`src/irq_ctrl_defs.vh`:
```
`ifndef IRQ_CTRL_DEFS_VH
`define IRQ_CTRL_DEFS_VH

// ----------------------------------------
// Register offsets
// ----------------------------------------
`define OFS_ENABLE 8'h00
`define OFS_PRIORITY 8'h04
`define OFS_EXT_TYPE 8'h08
`define OFS_REQ_FLAGS 8'h0C
`define OFS_SERVICE 8'h10
`define OFS_EVT_STATUS 8'h14
`define OFS_EVT_CLEAR 8'h18
`define OFS_EVT_ENABLE 8'h1C

// ----------------------------------------
// Fields and reset values
// ----------------------------------------
`define NUM_SRC 5
`define GLOBAL_EN_BIT 7
`define SRC_EXT0 0
`define SRC_TMR0 1
`define SRC_EXT1 2
`define SRC_TMR1 3
`define SRC_SER 4
`define EVT_START_BIT 0
`define EVT_NEST_BIT 1
`define EVT_BAD_RET_BIT 2
`define NUM_EVT 3
`define RST_ENABLE 8'h00
`define RST_PRIORITY 5'h00
`define RST_EXT_TYPE 2'h0

// ----------------------------------------
// Vectors
// ----------------------------------------
`define VEC_EXT0 8'h03
`define VEC_TMR0 8'h0B
`define VEC_EXT1 8'h13
`define VEC_TMR1 8'h1B
`define VEC_SER 8'h23

// ----------------------------------------
// Timing
// ----------------------------------------
`define CLK_PERIOD_NS 100
`define RESP_MIN_NS 2000
`define RESP_MAX_NS 5250
`define RESP_MIN_CYC ((`RESP_MIN_NS + `CLK_PERIOD_NS - 1) / `CLK_PERIOD_NS)
`define RESP_MAX_CYC (`RESP_MAX_NS / `CLK_PERIOD_NS)

`endif

```
`src/irq_ctrl_ports_note_end.v`:
```
`timescale 1ns/1ps
`default_nettype none
`default_nettype wire

```
`src/ext_req_detect.v`:
```
`timescale 1ns/1ps
`default_nettype none
module ext_req_detect (
	// Clock and reset
	input wire clk_i,
	input wire rst_b_i,
	input wire ce_i,
	// Pin and control
	input wire pin_i,
	input wire edge_sel_i,
	input wire hw_clear_i,
	input wire sw_write_i,
	input wire sw_value_i,
	// Request
	output wire flag_o
);

reg sync1_reg;
reg sync2_reg;
reg prev_reg;
reg edge_flag_reg;
reg edge_flag_next;
wire fall;

assign fall = prev_reg & ~sync2_reg;

always @(posedge clk_i or negedge rst_b_i) begin
	if (!rst_b_i) begin
		sync1_reg <= 1'b1;
		sync2_reg <= 1'b1;
		prev_reg <= 1'b1;
		edge_flag_reg <= 1'b0;
	end else if (ce_i) begin
		sync1_reg <= pin_i;
		sync2_reg <= sync1_reg;
		prev_reg <= sync2_reg;
		edge_flag_reg <= edge_flag_next;
	end
end

// Hardware edge wins over a clear in the same cycle
always @* begin
	edge_flag_next = edge_flag_reg;
	if (hw_clear_i)
		edge_flag_next = 1'b0;
	if (sw_write_i)
		edge_flag_next = sw_value_i;
	if (edge_sel_i && fall)
		edge_flag_next = 1'b1;
end

// Level mode follows the synchronised pin while low
assign flag_o = edge_sel_i ? edge_flag_reg : ~sync2_reg;

endmodule
`default_nettype wire

```
`src/prio_pick.v`:
```
`timescale 1ns/1ps
`default_nettype none
module prio_pick #(
	parameter N = 5
) (
	// Requests, index 0 is strongest
	input wire [N-1:0] req_i,
	// Winner
	output reg valid_o,
	output reg [2:0] idx_o
);

integer i;

always @* begin
	valid_o = 1'b0;
	idx_o = 3'h0;
	for (i = N - 1; i >= 0; i = i - 1) begin
		if (req_i[i]) begin
			valid_o = 1'b1;
			idx_o = i[2:0];
		end
	end
end

endmodule
`default_nettype wire

```
`src/irq_ctrl.v`:
```
// Decided for this implementation: the placing of the registers and the AHB-Lite interface to the registers.
`timescale 1ns/1ps
`default_nettype none
`include "irq_ctrl_defs.vh"
module irq_ctrl (
	// Clock and reset
	input wire clk_i,
	input wire rst_b_i,
	input wire ce_i,
	// AHB-Lite slave
	input wire hsel_i,
	input wire [31:0] haddr_i,
	input wire [1:0] htrans_i,
	input wire hwrite_i,
	input wire [2:0] hsize_i,
	input wire [31:0] hwdata_i,
	input wire hready_i,
	output wire [31:0] hrdata_o,
	output wire hreadyout_o,
	output wire hresp_o,
	// Request sources
	input wire ext_req0_pin_i,
	input wire ext_req1_pin_i,
	input wire timer0_overflow_i,
	input wire timer1_overflow_i,
	input wire serial_rx_tx_flags_i,
	// Core side
	input wire return_from_service_i,
	output wire service_start_o,
	output wire [7:0] service_vector_o,
	output wire [1:0] level_active_o,
	// Event interrupt
	output wire irq_o
);

localparam integer RESP_MIN_N = `RESP_MIN_CYC;
localparam [5:0] RESP_MIN = RESP_MIN_N[5:0];
localparam [1:0] S_IDLE = 2'b01;
localparam [1:0] S_WAIT = 2'b10;

// ----------------------------------------
// Vector lookup
// ----------------------------------------
function [7:0] vector_of;
	input [2:0] idx;
	begin
		case (idx)
			3'h0: vector_of = `VEC_EXT0;
			3'h1: vector_of = `VEC_TMR0;
			3'h2: vector_of = `VEC_EXT1;
			3'h3: vector_of = `VEC_TMR1;
			default: vector_of = `VEC_SER;
		endcase
	end
endfunction

// ----------------------------------------
// Storage
// ----------------------------------------
reg [7:0] enable_reg;
reg [4:0] priority_reg;
reg [1:0] ext_type_reg;
reg [1:0] tmr_flag_reg;
reg [1:0] tmr_flag_next;
reg [1:0] active_reg;
reg [1:0] active_next;
reg [2:0] evt_status_reg;
reg [2:0] evt_status_next;
reg [2:0] evt_enable_reg;
reg [1:0] state_reg;
reg [1:0] state_next;
reg [5:0] wait_cnt_reg;
reg [5:0] wait_cnt_next;
reg [2:0] cand_reg;
reg [2:0] serv_idx_reg;
reg [7:0] vector_reg;
reg start_reg;
reg start_next;
reg irq_reg;
reg [31:0] hrdata_reg;
reg hready_reg;
reg dp_write_reg;
reg [7:0] dp_addr_reg;

wire [4:0] req_flags;
wire [4:0] eligible;
wire [4:0] high_req;
wire [4:0] low_req;
wire high_valid;
wire low_valid;
wire [2:0] high_idx;
wire [2:0] low_idx;
reg win_valid;
reg [2:0] win_idx;
reg win_high;
wire [1:0] ext_flag;
wire [1:0] ext_pin;
reg [1:0] ext_clear;
wire addr_phase;
wire wr_flags;
wire [31:0] service_word;
reg [31:0] rd_word;

assign ext_pin = {ext_req1_pin_i, ext_req0_pin_i};

// ----------------------------------------
// External request inputs
// ----------------------------------------
genvar g;
generate
	for (g = 0; g < 2; g = g + 1) begin : ext
		ext_req_detect u_det (
			.clk_i(clk_i),
			.rst_b_i(rst_b_i),
			.ce_i(ce_i),
			.pin_i(ext_pin[g]),
			.edge_sel_i(ext_type_reg[g]),
			.hw_clear_i(ext_clear[g]),
			.sw_write_i(wr_flags),
			.sw_value_i(hwdata_i[2*g]),
			.flag_o(ext_flag[g])
		);
	end
endgenerate

// Poll order: ext0, timer0, ext1, timer1, serial
assign req_flags = {serial_rx_tx_flags_i, tmr_flag_reg[1], ext_flag[1],
	tmr_flag_reg[0], ext_flag[0]};

// ----------------------------------------
// Arbitration
// ----------------------------------------
assign eligible = req_flags & enable_reg[4:0]
	& {5{enable_reg[`GLOBAL_EN_BIT]}};
assign high_req = eligible & priority_reg;
assign low_req = eligible & ~priority_reg;

prio_pick #(
	.N(`NUM_SRC)
) u_pick_high (
	.req_i(high_req),
	.valid_o(high_valid),
	.idx_o(high_idx)
);

prio_pick #(
	.N(`NUM_SRC)
) u_pick_low (
	.req_i(low_req),
	.valid_o(low_valid),
	.idx_o(low_idx)
);

// High nests over low; nothing preempts its own or a higher level
always @* begin
	win_valid = 1'b0;
	win_idx = 3'h0;
	win_high = 1'b0;
	if (high_valid && !active_reg[1]) begin
		win_valid = 1'b1;
		win_idx = high_idx;
		win_high = 1'b1;
	end else if (low_valid && active_reg == 2'b00) begin
		win_valid = 1'b1;
		win_idx = low_idx;
	end
end

// ----------------------------------------
// Response timing and service tracking
// ----------------------------------------
always @* begin
	state_next = state_reg;
	wait_cnt_next = wait_cnt_reg;
	start_next = 1'b0;
	case (state_reg)
		S_IDLE: begin
			wait_cnt_next = 6'h01;
			if (win_valid)
				state_next = S_WAIT;
		end
		S_WAIT: begin
			if (!win_valid) begin
				state_next = S_IDLE;
			end else if (win_idx != cand_reg) begin
				wait_cnt_next = 6'h01;
			end else if (wait_cnt_reg >= RESP_MIN - 6'h01) begin
				start_next = 1'b1;
				state_next = S_IDLE;
			end else begin
				wait_cnt_next = wait_cnt_reg + 6'h01;
			end
		end
		default: begin
			state_next = S_IDLE;
		end
	endcase
end

// Starting service clears the edge and timer flags of that source
always @* begin
	ext_clear[0] = start_next && win_idx == `SRC_EXT0;
	ext_clear[1] = start_next && win_idx == `SRC_EXT1;
	tmr_flag_next = tmr_flag_reg;
	if (start_next && win_idx == `SRC_TMR0)
		tmr_flag_next[0] = 1'b0;
	if (start_next && win_idx == `SRC_TMR1)
		tmr_flag_next[1] = 1'b0;
	if (wr_flags)
		tmr_flag_next = {hwdata_i[`SRC_TMR1], hwdata_i[`SRC_TMR0]};
	if (timer0_overflow_i)
		tmr_flag_next[0] = 1'b1;
	if (timer1_overflow_i)
		tmr_flag_next[1] = 1'b1;
end

always @* begin
	active_next = active_reg;
	evt_status_next = evt_status_reg;
	// A new event in the clearing cycle stays set
	if (dp_write_reg && dp_addr_reg == `OFS_EVT_CLEAR)
		evt_status_next = evt_status_reg & ~hwdata_i[2:0];
	if (return_from_service_i) begin
		if (active_reg[1])
			active_next[1] = 1'b0;
		else if (active_reg[0])
			active_next[0] = 1'b0;
		else
			evt_status_next[`EVT_BAD_RET_BIT] = 1'b1;
	end
	if (start_next) begin
		if (win_high)
			active_next[1] = 1'b1;
		else
			active_next[0] = 1'b1;
		evt_status_next[`EVT_START_BIT] = 1'b1;
		if (win_high && active_reg[0])
			evt_status_next[`EVT_NEST_BIT] = 1'b1;
	end
end

// ----------------------------------------
// AHB-Lite slave
// ----------------------------------------
assign addr_phase = hsel_i && hready_i && htrans_i[1];
assign wr_flags = dp_write_reg && dp_addr_reg == `OFS_REQ_FLAGS;
assign service_word = {8'h00, vector_reg, 5'h00, serv_idx_reg, 6'h00, active_reg};

always @* begin
	rd_word = 32'h0000_0000;
	case (haddr_i[7:0])
		`OFS_ENABLE: rd_word = {24'h000000, enable_reg[7], 2'h0, enable_reg[4:0]};
		`OFS_PRIORITY: rd_word = {27'h0000000, priority_reg};
		`OFS_EXT_TYPE: rd_word = {30'h00000000, ext_type_reg};
		`OFS_REQ_FLAGS: rd_word = {27'h0000000, req_flags};
		`OFS_SERVICE: rd_word = service_word;
		`OFS_EVT_STATUS: rd_word = {29'h00000000, evt_status_reg};
		`OFS_EVT_ENABLE: rd_word = {29'h00000000, evt_enable_reg};
		default: rd_word = 32'h0000_0000;
	endcase
end

always @(posedge clk_i or negedge rst_b_i) begin
	if (!rst_b_i) begin
		enable_reg <= `RST_ENABLE;
		priority_reg <= `RST_PRIORITY;
		ext_type_reg <= `RST_EXT_TYPE;
		evt_enable_reg <= 3'h0;
		dp_write_reg <= 1'b0;
		dp_addr_reg <= 8'h00;
		hrdata_reg <= 32'h0000_0000;
		hready_reg <= 1'b1;
	end else if (ce_i) begin
		hready_reg <= 1'b1;
		dp_write_reg <= addr_phase && hwrite_i;
		if (addr_phase)
			dp_addr_reg <= haddr_i[7:0];
		if (addr_phase && !hwrite_i)
			hrdata_reg <= rd_word;
		if (dp_write_reg) begin
			case (dp_addr_reg)
				`OFS_ENABLE: enable_reg <= {hwdata_i[7], 2'h0, hwdata_i[4:0]};
				`OFS_PRIORITY: priority_reg <= hwdata_i[4:0];
				`OFS_EXT_TYPE: ext_type_reg <= hwdata_i[1:0];
				`OFS_EVT_ENABLE: evt_enable_reg <= hwdata_i[2:0];
				default: ;
			endcase
		end
	end
end

// ----------------------------------------
// Core state
// ----------------------------------------
always @(posedge clk_i or negedge rst_b_i) begin
	if (!rst_b_i) begin
		state_reg <= S_IDLE;
		wait_cnt_reg <= 6'h01;
		cand_reg <= 3'h0;
		serv_idx_reg <= 3'h0;
		vector_reg <= 8'h00;
		start_reg <= 1'b0;
		tmr_flag_reg <= 2'h0;
		active_reg <= 2'h0;
		evt_status_reg <= 3'h0;
		irq_reg <= 1'b0;
	end else if (ce_i) begin
		state_reg <= state_next;
		wait_cnt_reg <= wait_cnt_next;
		cand_reg <= win_idx;
		start_reg <= start_next;
		if (start_next) begin
			serv_idx_reg <= win_idx;
			vector_reg <= vector_of(win_idx);
		end
		tmr_flag_reg <= tmr_flag_next;
		active_reg <= active_next;
		evt_status_reg <= evt_status_next;
		irq_reg <= |(evt_status_next & evt_enable_reg);
	end
end

assign hrdata_o = hrdata_reg;
assign hreadyout_o = hready_reg;
assign hresp_o = 1'b0;
assign service_start_o = start_reg;
assign service_vector_o = vector_reg;
assign level_active_o = active_reg;
assign irq_o = irq_reg;

endmodule
`default_nettype wire

```
`config.mk`:
```
export PLATFORM = sky130hd
export DESIGN_NAME = irq_ctrl
export DESIGN_NICKNAME = d
export VERILOG_FILES = /design/src/irq_ctrl_ports_note_end.v /design/src/ext_req_detect.v /design/src/prio_pick.v /design/src/irq_ctrl.v
export VERILOG_INCLUDE_DIRS = /design/src
export SDC_FILE = /design/constraint.sdc
export NUM_CORES = 1
export LEC_CHECK = 0
export BUFFER_PORTS_ARGS = -buffer_cell sky130_fd_sc_hd__buf_4
export CORE_MARGIN = 8
export CORE_UTILIZATION = 55
export CTS_CLUSTER_DIAMETER = 100
export DETAILED_ROUTE_END_ITERATION = 10
export PLACE_DENSITY = 0.92
export SLEW_MARGIN = 20
export SYNTH_ARGS = -nofsm -noshare
export SYNTH_HDL_FRONTEND = slang
export SYNTH_HIERARCHICAL = 1
export SYNTH_SLANG_ARGS = --single-unit
```
`constraint.sdc`:
```
create_clock -name clk_i -period 5.4 [get_ports clk_i]
set_clock_uncertainty 0.2 [all_clocks]
set_input_delay 0.27 -clock clk_i [delete_from_list [all_inputs] [get_ports clk_i]]
set_output_delay 0.27 -clock clk_i [all_outputs]
set_load 0.1 [all_outputs]
```
==> impl_metrics.json, run 1 <==
{
  "period_minus_slack_ns": 4.14,
  "synth.avg_cell_area_um2": 10.4,
  "area_delta_synth_final_pct": 16.0,
  "path_cells": "o21ai_0 > nand3_1 > nor2_1 > nor4_2 > nand2b_1 > nand4bb_1 > a21oi_2 > xor2_1 > nor4_4 > or4b_1 > nor2_1 > o21ai_1 > a211o_1",
  "yosysWarnings": 6,
  "grt-ovfl-total": 0,
  "yosys.area.top_type": "dfrtp_1",
  "vias": 3142,
  "cts_hold_buf": 12,
  "gp_routability_congestion": 0.898,
  "io_pins": 127,
  "cp.arrival_ns": 4.17,
  "cp_slowest_cell": "dfstp_2",
  "core_um2": 7140,
  "post-route-drc-count": 0,
  "place_hpwl_um": 6570,
  "netlist_area_um2": 3980,
  "die_area_um2": 10200,
  "cp_common_cell": "nor2_1",
  "setup_viol": 0,
  "p_leak_nw": 2.16,
  "synth-main-ff-cell": "dfrtp_1",
  "endpoint_kind": "register",
  "path_max_fanout": 10,
  "final_area_um2": 4620,
  "cts_resized": 0,
  "cp-start-kind": "register",
  "finalCritPeriodShare_pct": 76.6,
  "ys_types": 62,
  "initial_core_util_pct": 55.7,
  "largest_reg_flops": 13,
  "h-tree-depth": 3,
  "grt_pass1_vias": 3078,
  "placed_cell_area_um2": 4310,
  "cts_buffers": 9,
  "nets": 522,
  "status": "finished, final reports clean",
  "first_pass_iters": 4,
  "finalHoldViolCount": 0,
  "tns_ns": 0,
  "grt.total_usage_pct": 18.9,
  "rsz0062_at_grt": "false",
  "synth-edff-count": 0,
  "yosys-top-cells-area": "dfrtp_1 41%, mux2_2 11%, dfstp_2 5.3%",
  "synth-async-reset-ratio_pct": 100,
  "wl_um": 9210,
  "hp-class": "input port to register",
  "drv_slew": 0,
  "drv_cap": 0,
  "fmax_ghz": 0.242,
  "clock_latency_ns": 0.34,
  "stdcell_count": 544,
  "vias_per_cell": 5.78,
  "grt_pass1_wl_um": 15200,
  "tightest_slew_ns": 0.901,
  "ir_drop_v": 0.000150,
  "dp.cells": 516,
  "slew_headroom_pct": 40.0,
  "ant_nets": 0,
  "drive_gt1_share_pct": 28.8,
  "clk_path_buf_depth": 2,
  "root_buffer": "clkbuf_8",
  "die_h_um": 101,
  "synth-seq-cells": 73,
  "slowest_delay_ns": 0.55,
  "post_cts_buffers": 0,
  "critical_path_class": "register to register",
  "required_ns": 5.43,
  "drt-initial-drc-count": 232,
  "cts_tree": "done",
  "grt_max_degree": 74,
  "clock_sinks": 73,
  "synth_top_area_share_pct": 40.9,
  "io_buffer_count": 49,
  "clk_pin_slew_ns": 0.07,
  "post_drt_wl_per_cell_um": 16.9,
  "antenna_found_initial": 0,
  "syn_inst": 383,
  "seq_area_frac_synth_pct": 46.2,
  "dieWidth_um": 101,
  "power.density_nw_per_um2": 270,
  "antennaDiodeCount": 0,
  "finalPower_mw": 1.25,
  "rows": 31
}
-- synthesized netlist by cell type, types with 5 or more instances --
library cell,count
a21oi_1,14
a22o_1,11
a32o_1,5
buf_4,26
clkbuf_1,8
dfrtp_1,65
dfstp_2,8
inv_1,16
mux2_2,40
nand2_1,28
nand2b_1,11
nand3_1,10
nor2_1,27
nor2b_1,10
nor3_1,6
o21ai_0,15
o22ai_1,6
-- report_power, final --
part,leakage [nW],internal [mW],switching [mW],total [mW]
clock,0.0911,0.189,0.200,0.390
combinational,1.11,0.0757,0.152,0.228
sequential,0.953,0.594,0.0357,0.630
total,2.16,0.859,0.388,1.25
-- cells by family after synthesis --
kind of cell,count (synthesis),share of synthesized area [%]
buffers and inverters,53,7.52
multiplexers,46,12.9
adder cells (fa/ha/maj),1,0.315
other,2,0.189
flip-flops,73,46.2
AO/OA/AOI/OAI,78,13.7
AND/OR/NAND/NOR,129,19.0
XOR/XNOR,1,0.220
-- per-stage QoR --
step | hold WS, ns | setup slack [ns] | util (%)
global route | 0.0175 | 0.930 | 64.7
CTS | 0.00570 | 1.27 | 64.7
global placement | 0.250 | 1.39 | 60.4
finish | 0.0230 | 1.26 | 64.7
floorplan | -0.226 | 1.89 | -
detailed placement | 0.261 | 1.31 | 60.4
-- final cells by class --
type | count | area (um2)
tap | 99 | 124
clock inverter | 5 | 30.0
sequential | 73 | 1840
clock buffer | 11 | 151
fill | 564 | 2520
multi-input combinational | 278 | 1920
timing repair buffer | 61 | 488
inverter | 17 | 65.1
-- worst paths after layout --
kind / start / end / slack [ns] / cells past startpoint
max reg2reg: ext[0].u_det/sync2_reg / ext[1].u_det/edge_flag_reg / 1.26 / 13
min in group asynchronous: rst_b_i / dp_addr_reg[2] / 0.39 / 2
max in group asynchronous: rst_b_i / priority_reg[2] / 4.00 / 2
max: ext[0].u_det/sync2_reg / ext[1].u_det/edge_flag_reg / 1.26 / 13
min: hwdata_i[2] / evt_enable_reg[2] / 0.02 / 2
min reg2reg: service_start_o / service_start_o / 0.30 / 1
-- layout by cell type (no fill, tap or decap), types with 3 or more instances in the layout --
| cell type | n |
|---|---|
| mux2_2 | 40 |
| nor2_1 | 27 |
| a22o_1 | 11 |
| nor2b_1 | 10 |
| dfrtp_1 | 65 |
| nand2b_1 | 11 |
| a21o_1 | 3 |
| nand3_1 | 10 |
| o21ai_0 | 15 |
| a21oi_1 | 14 |
| or3_1 | 4 |
| dlygate4sd3_1 | 12 |
| inv_1 | 16 |
| a22oi_1 | 4 |
| clkbuf_8 | 11 |
| dfstp_2 | 8 |
| clkinv_2 | 4 |
| and3_1 | 4 |
| mux2i_1 | 4 |
| nor3_1 | 6 |
| conb_1 | 23 |
| buf_4 | 49 |
| a32o_1 | 5 |
| and2_1 | 3 |
| and4b_1 | 3 |
| o22ai_1 | 6 |
| nand2_1 | 28 |
-- layer usage --
metal | track usage, % | vias to the layer above | routed length (um)
li1 | - | 1452 | -
met1 | 24.0 | 1544 | 3710
met2 | 29.1 | 128 | 4390
met3 | 5.80 | 18 | 905
met4 | 7.67 | 0 | 205
met5 | 0 | - | 0
-- worst max-delay path, delay by kind of cell (launching register included) --
family	cells	cell delay, ns
xor+xnor	1	0.22
simple gates	8	2.18
flops	1	0.55
compound gates	4	0.89
Note: power is estimated with default switching activity, not from simulation.
==> inputs of run 2 (changes only) <==
--- a/config.mk
+++ b/config.mk
@@ -8,10 +8,10 @@
 export LEC_CHECK = 0
 export BUFFER_PORTS_ARGS = -buffer_cell sky130_fd_sc_hd__buf_4
 export CORE_MARGIN = 8
-export CORE_UTILIZATION = 55
+export CORE_UTILIZATION = 51
 export CTS_CLUSTER_DIAMETER = 100
 export DETAILED_ROUTE_END_ITERATION = 10
-export PLACE_DENSITY = 0.92
+export PLACE_DENSITY = 0.87
 export SLEW_MARGIN = 20
 export SYNTH_ARGS = -nofsm -noshare
 export SYNTH_HDL_FRONTEND = slang
==> constraint.sdc (replaced) <==
create_clock -name clk_i -period 4.07 [get_ports clk_i]
set_clock_uncertainty 0.2 [all_clocks]
set_input_delay 0.2035 -clock clk_i [delete_from_list [all_inputs] [get_ports clk_i]]
set_output_delay 0.2035 -clock clk_i [all_outputs]
set_load 0.1 [all_outputs]
==> run 2 against run 1 <==
Total power up 54%. Critical path depth unchanged. Cell count up 2.2%. Worst hold slack better by 0.013 ns. Clock-buffer cell count unchanged. Utilization down 1.9 points. Global-route usage down 1.5 points. Cell area up 3.9%. Combinational power up 36%.
==> impl_metrics.json, run 2 (same netlist as run 1, synthesis figures left out) <==
{
  "placed_cell_area_um2": 4350,
  "required_ns": 4.10,
  "tightest_slew_ns": 0.912,
  "vias": 3099,
  "sw_frac_of_total_pct": 27.1,
  "final_area_um2": 4800,
  "drv_slew": 0,
  "clock_latency_ns": 0.35,
  "pwr-share-seq_pct": 43.6,
  "place_hpwl_um": 6590,
  "cts_tree": "done",
  "reg2reg_depth": 13,
  "slew_headroom_pct": 39.2,
  "cts_buffers": 9,
  "post_cts_buffers": 0,
  "power.density_nw_per_um2": 399,
  "num-fill-cells": 589,
  "cp-startpoint": "ext[0].u_det/sync2_reg",
  "initial_core_util_pct": 52.0,
  "finalWorstSetupSlack_ns": 0.321,
  "io_buffer_count": 49,
  "endpoint_kind": "register",
  "ant_nets": 0,
  "drv_cap": 0,
  "status": "finished, final reports clean",
  "setup_viol": 0,
  "clock_sinks": 73,
  "p_int_mw": 1.40,
  "gp_routability_congestion": 0.848,
  "grt-ovfl-total": 0,
  "io_pins": 127,
  "r2r-end": "ext[1].u_det/edge_flag_reg",
  "final_core_util_pct": 62.7,
  "antennaDiodeCount": 0,
  "post_drt_wl_per_cell_um": 16.6,
  "finalHoldViolCount": 0,
  "clk_path_buf_depth": 2,
  "root_buffer": "clkbuf_8",
  "period_minus_slack_ns": 3.75,
  "fmax_ghz": 0.267,
  "reg2reg_setup_slack_ns": 0.32,
  "wl_um": 9230,
  "path_max_fanout": 10,
  "clockPowerShare_pct": 40.2,
  "cp-start-kind": "register",
  "hp-class": "input port to register",
  "seq_area_um2": 1840,
  "grt.total_usage_pct": 17.3,
  "grt_max_degree": 74,
  "core_um2": 7650,
  "die_h_um": 104,
  "p_switching_mw": 0.519,
  "comb_power_share_pct": 16.1,
  "grt_pass1_wl_um": 15600,
  "nets": 531,
  "finalCritPeriodShare_pct": 92.1,
  "rows": 32,
  "stdcell_count": 556,
  "antenna_found_initial": 0,
  "tns_ns": 0,
  "area_delta_synth_final_pct": 20.6,
  "whs_path_depth": 4,
  "grt_pass1_vias": 3203,
  "clk_pin_slew_ns": 0.07,
  "timing.rr.start": "ext[0].u_det/sync2_reg",
  "vias_per_cell": 5.57,
  "final_common_cell": "dfrtp_1",
  "cp.arrival_ns": 3.78,
  "crit_path_end": "ext[1].u_det/edge_flag_reg",
  "dp.cells": 523,
  "largest_reg_flops": 13,
  "ir_drop_v": 0.000155,
  "rsz0062_at_grt": "false",
  "die_area_um2": 10900,
  "dieWidth_um": 104,
  "drive_gt1_share_pct": 29.3,
  "first_pass_iters": 4,
  "final_cell_mix": "65 x dfrtp_1, 53 x buf_4, 40 x mux2_2, 28 x nand2_1, 27 x nor2_1",
  "post-place-ws_ns": 0.328,
  "drt-initial-drc-count": 228,
  "post-route-drc-count": 0,
  "p_leak_nw": 2.25,
  "critical_path_class": "register to register",
  "multiInputGateArea_um2": 1920,
  "h-tree-depth": 3
}
[run 2: changes by cell type in the layout (fill, tap and decap cells not counted)]
cell and change:
clkinvlp_4 -2, bufinv_16 +4, nand2b_1 -1, nand2b_2 +1, clkinv_2 -2, buf_4 +4, dlygate4sd3_1 +5
[run 2: how the worst min path moves through the flow]
| stage | start | slack [ns] | end |
|---|---|---|---|
| 2_1_floorplan | rst_b_i | -0.29 | cand_reg[0] |
| 3_3_place_gp | rst_b_i | 0.18 | hrdata_o[8] |
| 3_5_place_dp | rst_b_i | 0.20 | hrdata_o[8] |
| 4_1_cts | haddr_i[4] | 0.02 | dp_addr_reg[4] |
| 5_1_grt | haddr_i[4] | 0.04 | dp_addr_reg[4] |
| 6_report | serial_rx_tx_flags_i | 0.04 | hrdata_o[4] |
[run 2: final cells by class]
class / count / area share, %
multi-input combinational: 278 / 40.1
sequential: 73 / 38.3
timing repair buffer: 70 / 11.8
clock buffer: 11 / 3.16
tap: 102 / 2.66
clock inverter: 5 / 2.61
inverter: 17 / 1.36
[run 2: critical path, stage by stage, from the launching register on]
cell and delay, ns:
dfstp_2 0.55, o21ai_0 0.13, nand3_1 0.11, nor2_1 0.08
nor4_2 0.33, nand2b_2 0.20, nor3b_2 0.29, a22oi_1 0.14
a32o_1 0.30, nor4_4 0.23, or4b_1 0.49, nor2_1 0.12
o21ai_1 0.11, a211o_1 0.33
[run 2: metal layers]
metal  global-route usage (%)  part of all wire, %  wire (um)
met1                     21.1                   43       3970
met2                     27.8                   47       4360
met3                     5.14                  8.1        745
met4                     7.65                  1.7        155
met5                        0                    0          0
[run 2: per-stage QoR]
step	hold WS, ns	power (mW)
finish	0.0360	1.91
global route	0.0380	1.99
CTS	0.0236	1.92
detailed placement	0.195	1.14
global placement	0.184	1.13
floorplan	-0.292	1.08
[run 2: what timing repair did]
item	in CTS	in global routing
hold buffers	17	0
setup endpoints to repair	0	1
gates resized for setup	0	1
endpoints found under the hold margin	95	0
[run 2: power groups by stage]
stage	registers [mW]	clock network (mW)	logic [mW]
final	0.835	0.771	0.309
after global routing	0.844	0.811	0.330
after CTS	0.834	0.778	0.308
after detailed placement	0.848	0	0.293
after global placement	0.844	0	0.286
after floorplan	0.841	0	0.235
